$ cat src/include/pmt_pkg.sv
/*
 Package for the period match timer: register offsets, field positions,
 reset values and timing constants.
 Assumes a 32-bit APB slave with one aligned word per register.
*/
package pmt_pkg;
   // Register byte offsets
   localparam logic [7:0] OFS_COUNT   = 8'h00;  // Timer count
   localparam logic [7:0] OFS_CONTROL = 8'h04;  // Timer control
   localparam logic [7:0] OFS_PERIOD  = 8'h08;  // Period value
   localparam logic [7:0] OFS_FLAG    = 8'h0C;  // Peripheral flag register 1
   localparam logic [7:0] OFS_ENABLE  = 8'h10;  // Peripheral enable register 1

   // Control field positions
   localparam int CTL_PRE_LSB  = 0;  // Prescale select, 2 bits
   localparam int CTL_ON_BIT   = 2;  // Timer on
   localparam int CTL_POST_LSB = 3;  // Postscale select, 4 bits
   localparam int FLAG_MATCH_BIT = 1;  // Match flag / enable position

   // Reset values
   localparam logic [7:0] COUNT_RST   = 8'h00;
   localparam logic [7:0] PERIOD_RST  = 8'hFF;
   localparam logic [6:0] CONTROL_RST = 7'h00;
   localparam logic [7:0] CONTROL_MASK = 8'h7F;  // Bit 7 reads zero

   // Prescale counter terminal values for divide by 1, 4 and 16
   localparam logic [3:0] PRE_LIM_DIV1  = 4'h0;
   localparam logic [3:0] PRE_LIM_DIV4  = 4'h3;
   localparam logic [3:0] PRE_LIM_DIV16 = 4'hF;

   // Instruction clock is system clock divided by this
   localparam int INSTR_DIV = 4;
endpackage

$ cat src/hw/pmt_timer.sv
/*
 Period match timer with APB register access, sticky match flag,
 enable mask and a level interrupt output.
 Assumes a single 200 MHz clock, synchronous active-low reset and an
 APB master that holds each request until pready.
*/
// The address map and the APB register port were chosen for this implementation.
//
// Contract
// - Count increments from zero per prescaled instruction tick
// - Prescaler divides by 1, 4 or 16
// - Compare count with period every cycle
// - Match clears count next tick, clocks postscaler
// - Postscale ratio equals code plus one
// - Postscaler terminal count sets match flag
// - Interrupt only while match enable set
// - Reset clears count, period becomes all ones
// - Count or control write, reset clear scalers
// - Control write leaves count unchanged
// - Control bit 2 switches timer on
// - Count and period readable and writable anytime
// - Unscaled match pulse feeds capture/PWM units
// - Timer output offered as serial shift clock
`timescale 1ns/1ps
module pmt_timer #(
   parameter int COUNT_W = 8   // Timer count width
)(
   input  wire logic        ref_clk_i,         // 200 MHz system clock
   input  wire logic        rst_n_i,           // Sync reset, active low
   input  wire logic        psel_i,            // APB select
   input  wire logic        penable_i,         // APB access phase
   input  wire logic        pwrite_i,          // APB direction
   input  wire logic [7:0]  paddr_i,           // APB byte address
   input  wire logic [31:0] pwdata_i,          // APB write data
   output logic      [31:0] prdata_o,          // APB read data
   output logic             pready_o,          // APB ready
   output logic             pslverr_o,         // APB error
   output logic             irq_o,             // Level interrupt
   output logic             match_pulse_o,     // Unscaled match to capture/PWM
   output logic             shift_clk_o        // Timer output to serial port
);
   // Registers
   logic [COUNT_W-1:0] timer_count_reg;     // Timer count
   logic [COUNT_W-1:0] period_reg;          // Period value
   logic [6:0]         timer_control_reg;   // Control, bit 7 not stored
   logic               match_int_flag_reg;  // Sticky match flag
   logic               match_int_enable_reg; // Match interrupt enable
   logic [1:0]         div_cnt_reg;         // Instruction clock divider
   logic [3:0]         pre_cnt_reg;         // Prescale counter
   logic [3:0]         post_cnt_reg;        // Postscale counter
   logic               match_reg;           // Registered match pulse
   logic               toggle_reg;          // Shift clock toggle

   // Decoded strobes and ticks
   logic       wr_en;          // Write access phase
   logic       wr_count;       // Write to count
   logic       wr_control;     // Write to control
   logic       instr_tick;     // Instruction clock tick
   logic       pre_tick;       // Prescaled tick
   logic       timer_on;       // Timer running
   logic       match_now;      // Count equals period
   logic       post_terminal;  // Postscaler terminal count
   logic [3:0] pre_limit;      // Prescaler terminal value
   logic [1:0] prescale_select;
   logic [3:0] postscale_select;
   logic [31:0] read_word;     // Selected register, before capture
   logic [31:0] prdata_reg;    // Read data held for the access phase

   // Address decode shared by read and write paths
   function automatic logic hit(input logic [7:0] a, input logic [7:0] ofs);
      hit = (a == ofs);
   endfunction

   // Single-cycle access: no wait states
   assign pready_o  = 1'b1;
   assign pslverr_o = 1'b0;
   assign wr_en     = psel_i && penable_i && pwrite_i;
   assign wr_count   = wr_en && hit(paddr_i, pmt_pkg::OFS_COUNT);
   assign wr_control = wr_en && hit(paddr_i, pmt_pkg::OFS_CONTROL);

   // Control fields
   assign timer_on         = timer_control_reg[pmt_pkg::CTL_ON_BIT];
   assign prescale_select  = timer_control_reg[pmt_pkg::CTL_PRE_LSB +: 2];
   assign postscale_select = timer_control_reg[pmt_pkg::CTL_POST_LSB +: 4];

   // Prescale terminal value; upper select bit wins
   always_comb
   begin
      if (prescale_select[1])
         pre_limit = pmt_pkg::PRE_LIM_DIV16;
      else if (prescale_select[0])
         pre_limit = pmt_pkg::PRE_LIM_DIV4;
      else
         pre_limit = pmt_pkg::PRE_LIM_DIV1;
   end

   // Instruction tick every fourth system clock
   assign instr_tick = (div_cnt_reg == 2'(pmt_pkg::INSTR_DIV - 1));
   // A tick that meets a count or control write is swallowed: that write
   // clears the prescaler, and the count must stay still on a control write
   assign pre_tick   = timer_on && instr_tick && (pre_cnt_reg == pre_limit)
                       && !wr_count && !wr_control;
   // Compare runs continuously; pulse only issued on a live tick
   assign match_now  = (timer_count_reg == period_reg);
   assign post_terminal = (post_cnt_reg == postscale_select);

   // Instruction clock divider, free running
   always_ff @(posedge ref_clk_i)
   begin
      if (!rst_n_i)
         div_cnt_reg <= 2'h0;
      else
         div_cnt_reg <= div_cnt_reg + 2'h1;
   end

   // Prescale counter
   always_ff @(posedge ref_clk_i)
   begin
      if (!rst_n_i || wr_count || wr_control)
         pre_cnt_reg <= 4'h0;
      else if (timer_on && instr_tick)
         pre_cnt_reg <= (pre_cnt_reg == pre_limit) ? 4'h0 : pre_cnt_reg + 4'h1;
   end

   // Timer count; control writes do not touch it
   always_ff @(posedge ref_clk_i)
   begin
      if (!rst_n_i)
         timer_count_reg <= pmt_pkg::COUNT_RST;
      else if (wr_count)
         timer_count_reg <= pwdata_i[COUNT_W-1:0];
      else if (pre_tick && match_now)
         timer_count_reg <= '0;
      else if (pre_tick)
         timer_count_reg <= timer_count_reg + COUNT_W'(1);
   end

   // Period register
   always_ff @(posedge ref_clk_i)
   begin
      if (!rst_n_i)
         period_reg <= pmt_pkg::PERIOD_RST;
      else if (wr_en && hit(paddr_i, pmt_pkg::OFS_PERIOD))
         period_reg <= pwdata_i[COUNT_W-1:0];
   end

   // Control register, bit 7 not implemented
   always_ff @(posedge ref_clk_i)
   begin
      if (!rst_n_i)
         timer_control_reg <= pmt_pkg::CONTROL_RST;
      else if (wr_control)
         timer_control_reg <= pwdata_i[6:0];
   end

   // Match pulse, one system clock wide, the clock after the wrapping tick
   always_ff @(posedge ref_clk_i)
   begin
      if (!rst_n_i)
         match_reg <= 1'b0;
      else
         match_reg <= pre_tick && match_now;
   end

   // Postscale counter clocked by each match
   always_ff @(posedge ref_clk_i)
   begin
      if (!rst_n_i || wr_count || wr_control)
         post_cnt_reg <= 4'h0;
      else if (pre_tick && match_now)
         post_cnt_reg <= post_terminal ? 4'h0 : post_cnt_reg + 4'h1;
   end

   // Shift clock: toggles on each match, giving half the match rate
   always_ff @(posedge ref_clk_i)
   begin
      if (!rst_n_i)
         toggle_reg <= 1'b0;
      else if (pre_tick && match_now)
         toggle_reg <= ~toggle_reg;
   end

   // Match flag: hardware set wins over a write-one clear
   always_ff @(posedge ref_clk_i)
   begin
      if (!rst_n_i)
         match_int_flag_reg <= 1'b0;
      else if (pre_tick && match_now && post_terminal)
         match_int_flag_reg <= 1'b1;
      else if (wr_en && hit(paddr_i, pmt_pkg::OFS_FLAG)
               && pwdata_i[pmt_pkg::FLAG_MATCH_BIT])
         match_int_flag_reg <= 1'b0;
   end

   // Interrupt enable mask
   always_ff @(posedge ref_clk_i)
   begin
      if (!rst_n_i)
         match_int_enable_reg <= 1'b0;
      else if (wr_en && hit(paddr_i, pmt_pkg::OFS_ENABLE))
         match_int_enable_reg <= pwdata_i[pmt_pkg::FLAG_MATCH_BIT];
   end

   // Outputs
   assign irq_o         = match_int_flag_reg && match_int_enable_reg;
   assign match_pulse_o = match_reg;
   assign shift_clk_o   = toggle_reg;

   // Read mux; unmapped addresses read zero
   always_comb
   begin
      read_word = 32'h0000_0000;
      if (hit(paddr_i, pmt_pkg::OFS_COUNT))
         read_word[COUNT_W-1:0] = timer_count_reg;
      else if (hit(paddr_i, pmt_pkg::OFS_CONTROL))
         read_word[7:0] = {1'b0, timer_control_reg};
      else if (hit(paddr_i, pmt_pkg::OFS_PERIOD))
         read_word[COUNT_W-1:0] = period_reg;
      else if (hit(paddr_i, pmt_pkg::OFS_FLAG))
         read_word[pmt_pkg::FLAG_MATCH_BIT] = match_int_flag_reg;
      else if (hit(paddr_i, pmt_pkg::OFS_ENABLE))
         read_word[pmt_pkg::FLAG_MATCH_BIT] = match_int_enable_reg;
   end

   // Read data captured in the setup cycle, so the access phase sees a
   // flip-flop output and still needs no wait state
   always_ff @(posedge ref_clk_i)
   begin
      if (!rst_n_i)
         prdata_reg <= 32'h0000_0000;
      else if (psel_i && !penable_i)
         prdata_reg <= read_word;
   end

   assign prdata_o = prdata_reg;

   // Assertions
   property p_count_zero_after_match;
      @(posedge ref_clk_i) disable iff (!rst_n_i)
      (pre_tick && match_now && !wr_count) |=> (timer_count_reg == '0);
   endproperty
   a_count_zero_after_match: assert property (p_count_zero_after_match)
      else $error("count not cleared after match");

   property p_increment;
      @(posedge ref_clk_i) disable iff (!rst_n_i)
      (pre_tick && !match_now && !wr_count)
         |=> (timer_count_reg == $past(timer_count_reg) + COUNT_W'(1));
   endproperty
   a_increment: assert property (p_increment)
      else $error("count did not increment");

   property p_off_hold;
      @(posedge ref_clk_i) disable iff (!rst_n_i)
      (!timer_on && !wr_count) |=> $stable(timer_count_reg);
   endproperty
   a_off_hold: assert property (p_off_hold)
      else $error("count moved while off");

   property p_ctl_write_keeps;
      @(posedge ref_clk_i) disable iff (!rst_n_i)
      wr_control |=> (timer_count_reg == $past(timer_count_reg)
                      && pre_cnt_reg == 4'h0 && post_cnt_reg == 4'h0);
   endproperty
   a_ctl_write_keeps: assert property (p_ctl_write_keeps)
      else $error("control write disturbed count or scalers");

   property p_flag_set;
      @(posedge ref_clk_i) disable iff (!rst_n_i)
      (pre_tick && match_now && post_terminal) |=> match_int_flag_reg;
   endproperty
   a_flag_set: assert property (p_flag_set)
      else $error("match flag not set at terminal count");

   property p_irq_mask;
      @(posedge ref_clk_i) disable iff (!rst_n_i)
      irq_o |-> (match_int_enable_reg && match_int_flag_reg);
   endproperty
   a_irq_mask: assert property (p_irq_mask)
      else $error("interrupt without enable");

   property p_pulse_one_cycle;
      @(posedge ref_clk_i) disable iff (!rst_n_i)
      match_pulse_o |=> !match_pulse_o;
   endproperty
   a_pulse_one_cycle: assert property (p_pulse_one_cycle)
      else $error("match pulse wider than one cycle");

   property p_prescale16;
      @(posedge ref_clk_i) disable iff (!rst_n_i)
      (pre_tick && prescale_select[1]) |-> ##1 ((!pre_tick || !prescale_select[1]) [*8]);
   endproperty
   a_prescale16: assert property (p_prescale16)
      else $error("prescale 16 ticked too soon");

   property p_bit7_zero;
      @(posedge ref_clk_i) disable iff (!rst_n_i)
      (psel_i && penable_i && hit(paddr_i, pmt_pkg::OFS_CONTROL)) |-> (prdata_o[7] == 1'b0);
   endproperty
   a_bit7_zero: assert property (p_bit7_zero)
      else $error("control bit 7 not zero");

   // Scalers cleared by a count write; the count takes the written value
   property p_count_write_clears;
      @(posedge ref_clk_i) disable iff (!rst_n_i)
      wr_count |=> (pre_cnt_reg == 4'h0 && post_cnt_reg == 4'h0
                    && timer_count_reg == $past(pwdata_i[COUNT_W-1:0]));
   endproperty
   a_count_write_clears: assert property (p_count_write_clears)
      else $error("count write did not clear scalers");

   property p_period_write;
      @(posedge ref_clk_i) disable iff (!rst_n_i)
      (wr_en && hit(paddr_i, pmt_pkg::OFS_PERIOD))
         |=> (period_reg == $past(pwdata_i[COUNT_W-1:0]));
   endproperty
   a_period_write: assert property (p_period_write)
      else $error("period write lost");

   property p_post_step;
      @(posedge ref_clk_i) disable iff (!rst_n_i)
      (pre_tick && match_now && !post_terminal)
         |=> (post_cnt_reg == $past(post_cnt_reg) + 4'h1);
   endproperty
   a_post_step: assert property (p_post_step)
      else $error("postscaler did not step on match");

   // Flag is sticky: only a written one clears it
   property p_flag_hold;
      @(posedge ref_clk_i) disable iff (!rst_n_i)
      (match_int_flag_reg && !(wr_en && hit(paddr_i, pmt_pkg::OFS_FLAG)
                               && pwdata_i[pmt_pkg::FLAG_MATCH_BIT]))
         |=> match_int_flag_reg;
   endproperty
   a_flag_hold: assert property (p_flag_hold)
      else $error("match flag dropped without a clear");

   c_match: cover property (@(posedge ref_clk_i) disable iff (!rst_n_i) match_pulse_o);
   c_flag:  cover property (@(posedge ref_clk_i) disable iff (!rst_n_i)
                            $rose(match_int_flag_reg));
   c_irq:   cover property (@(posedge ref_clk_i) disable iff (!rst_n_i) $rose(irq_o));
   c_pre16: cover property (@(posedge ref_clk_i) disable iff (!rst_n_i)
                            pre_tick && prescale_select[1]);
endmodule

$ cat config.mk
export PLATFORM = sky130hd
export DESIGN_NAME = pmt_timer
export DESIGN_NICKNAME = d
export VERILOG_FILES = /design/src/include/pmt_pkg.sv /design/src/hw/pmt_timer.sv
export SDC_FILE = /design/constraint.sdc
export NUM_CORES = 1
export LEC_CHECK = 0
export BUFFER_PORTS_ARGS = -buffer_cell sky130_fd_sc_hd__buf_2
export CORE_MARGIN = 2
export CORE_UTILIZATION = 55
export DETAILED_ROUTE_END_ITERATION = 8
export MAX_ROUTING_LAYER = met4
export PLACE_DENSITY = 0.84
export SKIP_CTS_REPAIR_TIMING = 1
export SYNTH_ARGS = -nofsm -noshare
export SYNTH_HDL_FRONTEND = slang
export SYNTH_SLANG_ARGS = --single-unit
$ cat constraint.sdc
create_clock -name ref_clk_i -period 6.31 [get_ports ref_clk_i]
set_input_delay 0.631 -clock ref_clk_i [delete_from_list [all_inputs] [get_ports ref_clk_i]]
set_output_delay 0.631 -clock ref_clk_i [all_outputs]
set_load 0.01 [all_outputs]
==> flow_summary.html <==
<table>
<tr><th>Metric</th><th>Value</th></tr>
<tr><th colspan="2">Run status</th></tr>
<tr><td>Result of the run</td><td>completed</td></tr>
<tr><th colspan="2">Detailed routing</th></tr>
<tr><td>DRC errors left</td><td>0</td></tr>
<tr><td>1st-pass router iterations</td><td>5</td></tr>
<tr><td>WL final</td><td>slightly below 6000 um</td></tr>
<tr><td>Detail Route Antenna Nets</td><td>0</td></tr>
<tr><td>Wire per inst</td><td>approximately 16 um</td></tr>
<tr><td>Number of vias in the routed layout</td><td>between 2000 and 2500</td></tr>
<tr><td>Via density</td><td>6.09</td></tr>
<tr><td>Iter 0 DRT Violations</td><td>approximately 240</td></tr>
<tr><th colspan="2">Die</th></tr>
<tr><td>Standard-cell rows</td><td>25</td></tr>
<tr><td>Starting density of the core</td><td>between 50% and 60%</td></tr>
<tr><td>Floorplan core area</td><td>around 4600 sq um</td></tr>
<tr><td>Height of the die</td><td>about 73 um</td></tr>
<tr><td>Die ar.</td><td>5300 sq um</td></tr>
<tr><td>Boundary pin count</td><td>82</td></tr>
<tr><td>Horiz. Die Dim</td><td>72.8 um</td></tr>
<tr><th colspan="2">Worst setup path</th></tr>
<tr><td>Crit path launch type</td><td>input port</td></tr>
<tr><td>Crit Path Class</td><td>input port to register</td></tr>
<tr><td>WP data required</td><td>6.55 ns</td></tr>
<tr><td>Maximum net fanout on the critical path</td><td>17</td></tr>
<tr><td>CP Capture Type</td><td>register</td></tr>
<tr><td>Arrival time of data at the critical path endpoint</td><td>roughly 2.9 ns</td></tr>
<tr><th colspan="2">GRT</th></tr>
<tr><td>Pin count of the biggest net entering global routing</td><td>25</td></tr>
<tr><td>Initial antenna violation count</td><td>0</td></tr>
<tr><td>Total overflow reported by the global router</td><td>0</td></tr>
<tr><td>Vias in the first global route</td><td>~2000</td></tr>
<tr><td>First-pass GRT wire length</td><td>9360 um</td></tr>
<tr><td>GRT Total Usage</td><td>23.2%</td></tr>
<tr><th colspan="2">STA</th></tr>
<tr><td>Max Clock Skew</td><td>a little under 0.005 ns</td></tr>
<tr><td>Count of final setup violators</td><td>0</td></tr>
<tr><td>Period utilisation layout</td><td>around two fifths</td></tr>
<tr><td>Tightest Pin Transition</td><td>just over 0.8 ns</td></tr>
<tr><td>Final worst hold slack</td><td>0.428 ns</td></tr>
<tr><td>Setup repair after global routing missed its margin</td><td>no</td></tr>
<tr><td>Hold Fails Final Rpt</td><td>0</td></tr>
<tr><td>Final critical delay including setup and external delays</td><td>2.64 ns</td></tr>
<tr><td>Max-slew violation total from the final report</td><td>0</td></tr>
<tr><td>Crit path setup slack, layout</td><td>approximately 3.7 ns</td></tr>
<tr><td>Setup_tns</td><td>0 ns</td></tr>
<tr><td>Worst slew margin relative to its limit</td><td>a little under half</td></tr>
<tr><td>Maximum clock frequency</td><td>0.379 GHz</td></tr>
<tr><th colspan="2">Synthesis</th></tr>
<tr><td>Sequential share of the synthesized area</td><td>around 35%</td></tr>
<tr><td>Post-synth ARST share</td><td>0%</td></tr>
<tr><td>Area of the mapped netlist</td><td>2600 sq um</td></tr>
<tr><td>Average instance area after synthesis</td><td>8.71 sq um</td></tr>
<tr><td>Top flip-flop cell by instance count after synthesis</td><td>sky130_fd_sc_hd__dfxtp_1</td></tr>
<tr><td>Synthesized instance count</td><td>~300</td></tr>
<tr><td>Largest area contributor in the netlist</td><td>sky130_fd_sc_hd__dfxtp_1</td></tr>
<tr><td>Netlist cell types</td><td>48</td></tr>
<tr><td>Most common cell in the netlist</td><td>sky130_fd_sc_hd__dfxtp_1</td></tr>
<tr><td>Number of enable-type register cells in the synthesized netlist</td><td>0</td></tr>
<tr><td>Post-synth top area share</td><td>roughly a third</td></tr>
<tr><td>Number of warnings issued by yosys</td><td>0</td></tr>
<tr><td>Area contributors post-synth</td><td>sky130_fd_sc_hd__dfxtp_1 (35%), sky130_fd_sc_hd__mux2i_1 (9.6%), sky130_fd_sc_hd__buf_4 (7.5%)</td></tr>
<tr><td>Flip-flop and latch count after synthesis</td><td>45</td></tr>
<tr><td>Most numerous cell types in the synthesized netlist</td><td>sky130_fd_sc_hd__dfxtp_1 (45), sky130_fd_sc_hd__buf_4 (26), sky130_fd_sc_hd__mux2i_1 (25), sky130_fd_sc_hd__nand2_1 (25), sky130_fd_sc_hd__nor2_1 (25)</td></tr>
<tr><th colspan="2">Placed design</th></tr>
<tr><td>IO buf count</td><td>31</td></tr>
<tr><td>Half-perimeter wire length of the detailed placement result</td><td>between 4000 and 5000 um</td></tr>
<tr><td>Gp weighted congestion</td><td>approximately 0.95</td></tr>
<tr><td>Total instance count after detailed placement</td><td>370</td></tr>
<tr><td>Post-placement worst setup slack</td><td>3.45 ns</td></tr>
<tr><td>Area after detailed placement</td><td>about 2700 sq um</td></tr>
<tr><th colspan="2">Clock tree</th></tr>
<tr><td>Worst-skew pair later-pin latency</td><td>0.30 ns</td></tr>
<tr><td>CTS buffer count</td><td>5</td></tr>
<tr><td>CTS H-Tree Depth</td><td>2</td></tr>
<tr><td>CTS tree</td><td>yes</td></tr>
<tr><td>Deepest clock path buffer count</td><td>2</td></tr>
<tr><td>Root Driver</td><td>sky130_fd_sc_hd__clkbuf_8</td></tr>
<tr><td>Clock Sink Count</td><td>45</td></tr>
<tr><td>Clock-pin transition on the worst setup and hold timing paths</td><td>approximately 0.080 ns</td></tr>
<tr><th colspan="2">Cells and area</th></tr>
<tr><td>Layout overhead on the synthesized area</td><td>7.30%</td></tr>
<tr><td>Diodes inserted</td><td>0</td></tr>
<tr><td>Final std cell area, no fill</td><td>approximately 2800 sq um</td></tr>
<tr><td>Nets</td><td>around 370</td></tr>
<tr><td>Share of the core filled with cells in the final layout</td><td>roughly three fifths</td></tr>
<tr><td>Share of cells above drive strength 1</td><td>between 10% and 20%</td></tr>
<tr><td>Non-filler cells in the finished layout</td><td>around 380</td></tr>
<tr><th colspan="2">Power and ir drop</th></tr>
<tr><td>Power per cell area</td><td>201 nW/um^2</td></tr>
<tr><td>Leak Pwr</td><td>about 1.1 nW</td></tr>
<tr><td>Pwr Total</td><td>roughly 0.56 mW</td></tr>
<tr><td>Max IR drop VDD</td><td>between 0.0001 and 0.00015 V</td></tr>
<tr><th colspan="2">Job</th></tr>
<tr><td>Number of maximum-capacitance violations</td><td>0</td></tr>
<tr><th colspan="2">Worst hold path</th></tr>
<tr><td>Worst min-delay path class</td><td>register to register</td></tr>
</table>
==> layout by cell type (no fill, tap or decap), drive strengths merged, types with 2 or more instances in the layout <==
cell,n
nand2b,2
nor4b,3
o21ai,14
a22oi,6
ha,4
dfxtp,45
a211oi,2
o31ai,5
buf,32
a21oi,16
or4,6
nand2,26
clkbuf,7
inv,3
nor4,9
nand4,10
xnor2,7
conb,26
a31oi,3
and2,5
nand3b,2
mux2i,25
o211ai,2
nor2,25
a2bb2oi,2
xor2,11
and3,2
nand3,11
==> worst max-delay path: stages <==
cell	delay, ns
sky130_fd_sc_hd__buf_2	0.26
sky130_fd_sc_hd__nor2b_1	0.58
sky130_fd_sc_hd__nand4_2	0.49
sky130_fd_sc_hd__nand2_2	0.46
sky130_fd_sc_hd__o311ai_1	0.26
sky130_fd_sc_hd__a21oi_1	0.18
==> worst paths after layout <==
check | startpoint | end | slack [ns] | cells after the start
worst min-delay path | div_cnt_reg[0]$_SDFF_PN0_ | div_cnt_reg[0]$_SDFF_PN0_ | 0.43 | 1
worst max-delay path | paddr_i[2] | post_cnt_reg[3]$_SDFFE_PP0N_ | 3.67 | 6
worst max register to register | timer_count_reg[2]$_SDFFE_PN0P_ | post_cnt_reg[3]$_SDFFE_PP0N_ | 3.72 | 5
worst min register to register | div_cnt_reg[0]$_SDFF_PN0_ | div_cnt_reg[0]$_SDFF_PN0_ | 0.43 | 1
==> kinds of logic (layout without fill, tap and decap cells) <==
group	after synthesis	after routing	synth area share, %
other	2	26	0.288
DFF	45	45	34.6
AOI/OAI and AO/OA	55	55	13.8
and+or+nand+nor	108	108	23.8
xor gates and xnor gates	18	18	6.05
muxes	25	25	9.61
buffers and inverters	42	43	9.90
adders and majority gates	4	4	1.92
==> power by group <==
part	switching [mW]	internal (mW)
logic	0.0299	0.0121
registers	0.00175	0.286
clock network	0.102	0.129
total	0.134	0.427
==> metal layers <==
metal	track usage [%]	wire, um
met2	36.7	2730
met5	-	0
met4	8.64	99
met1	29.6	2600
met3	4.28	458
==> cell type report <==
| type | count | area [sq um] |
|---|---|---|
| fill | 390 | 1840 |
| multi-input combinational | 236 | 1540 |
| sequential | 45 | 901 |
| timing repair buffer | 32 | 163 |
| clock buffer | 7 | 86.3 |
| tap | 54 | 67.6 |
| clock inverter | 1 | 30.0 |
| inverter | 3 | 11.3 |
Power figures use the tool's default switching activity.
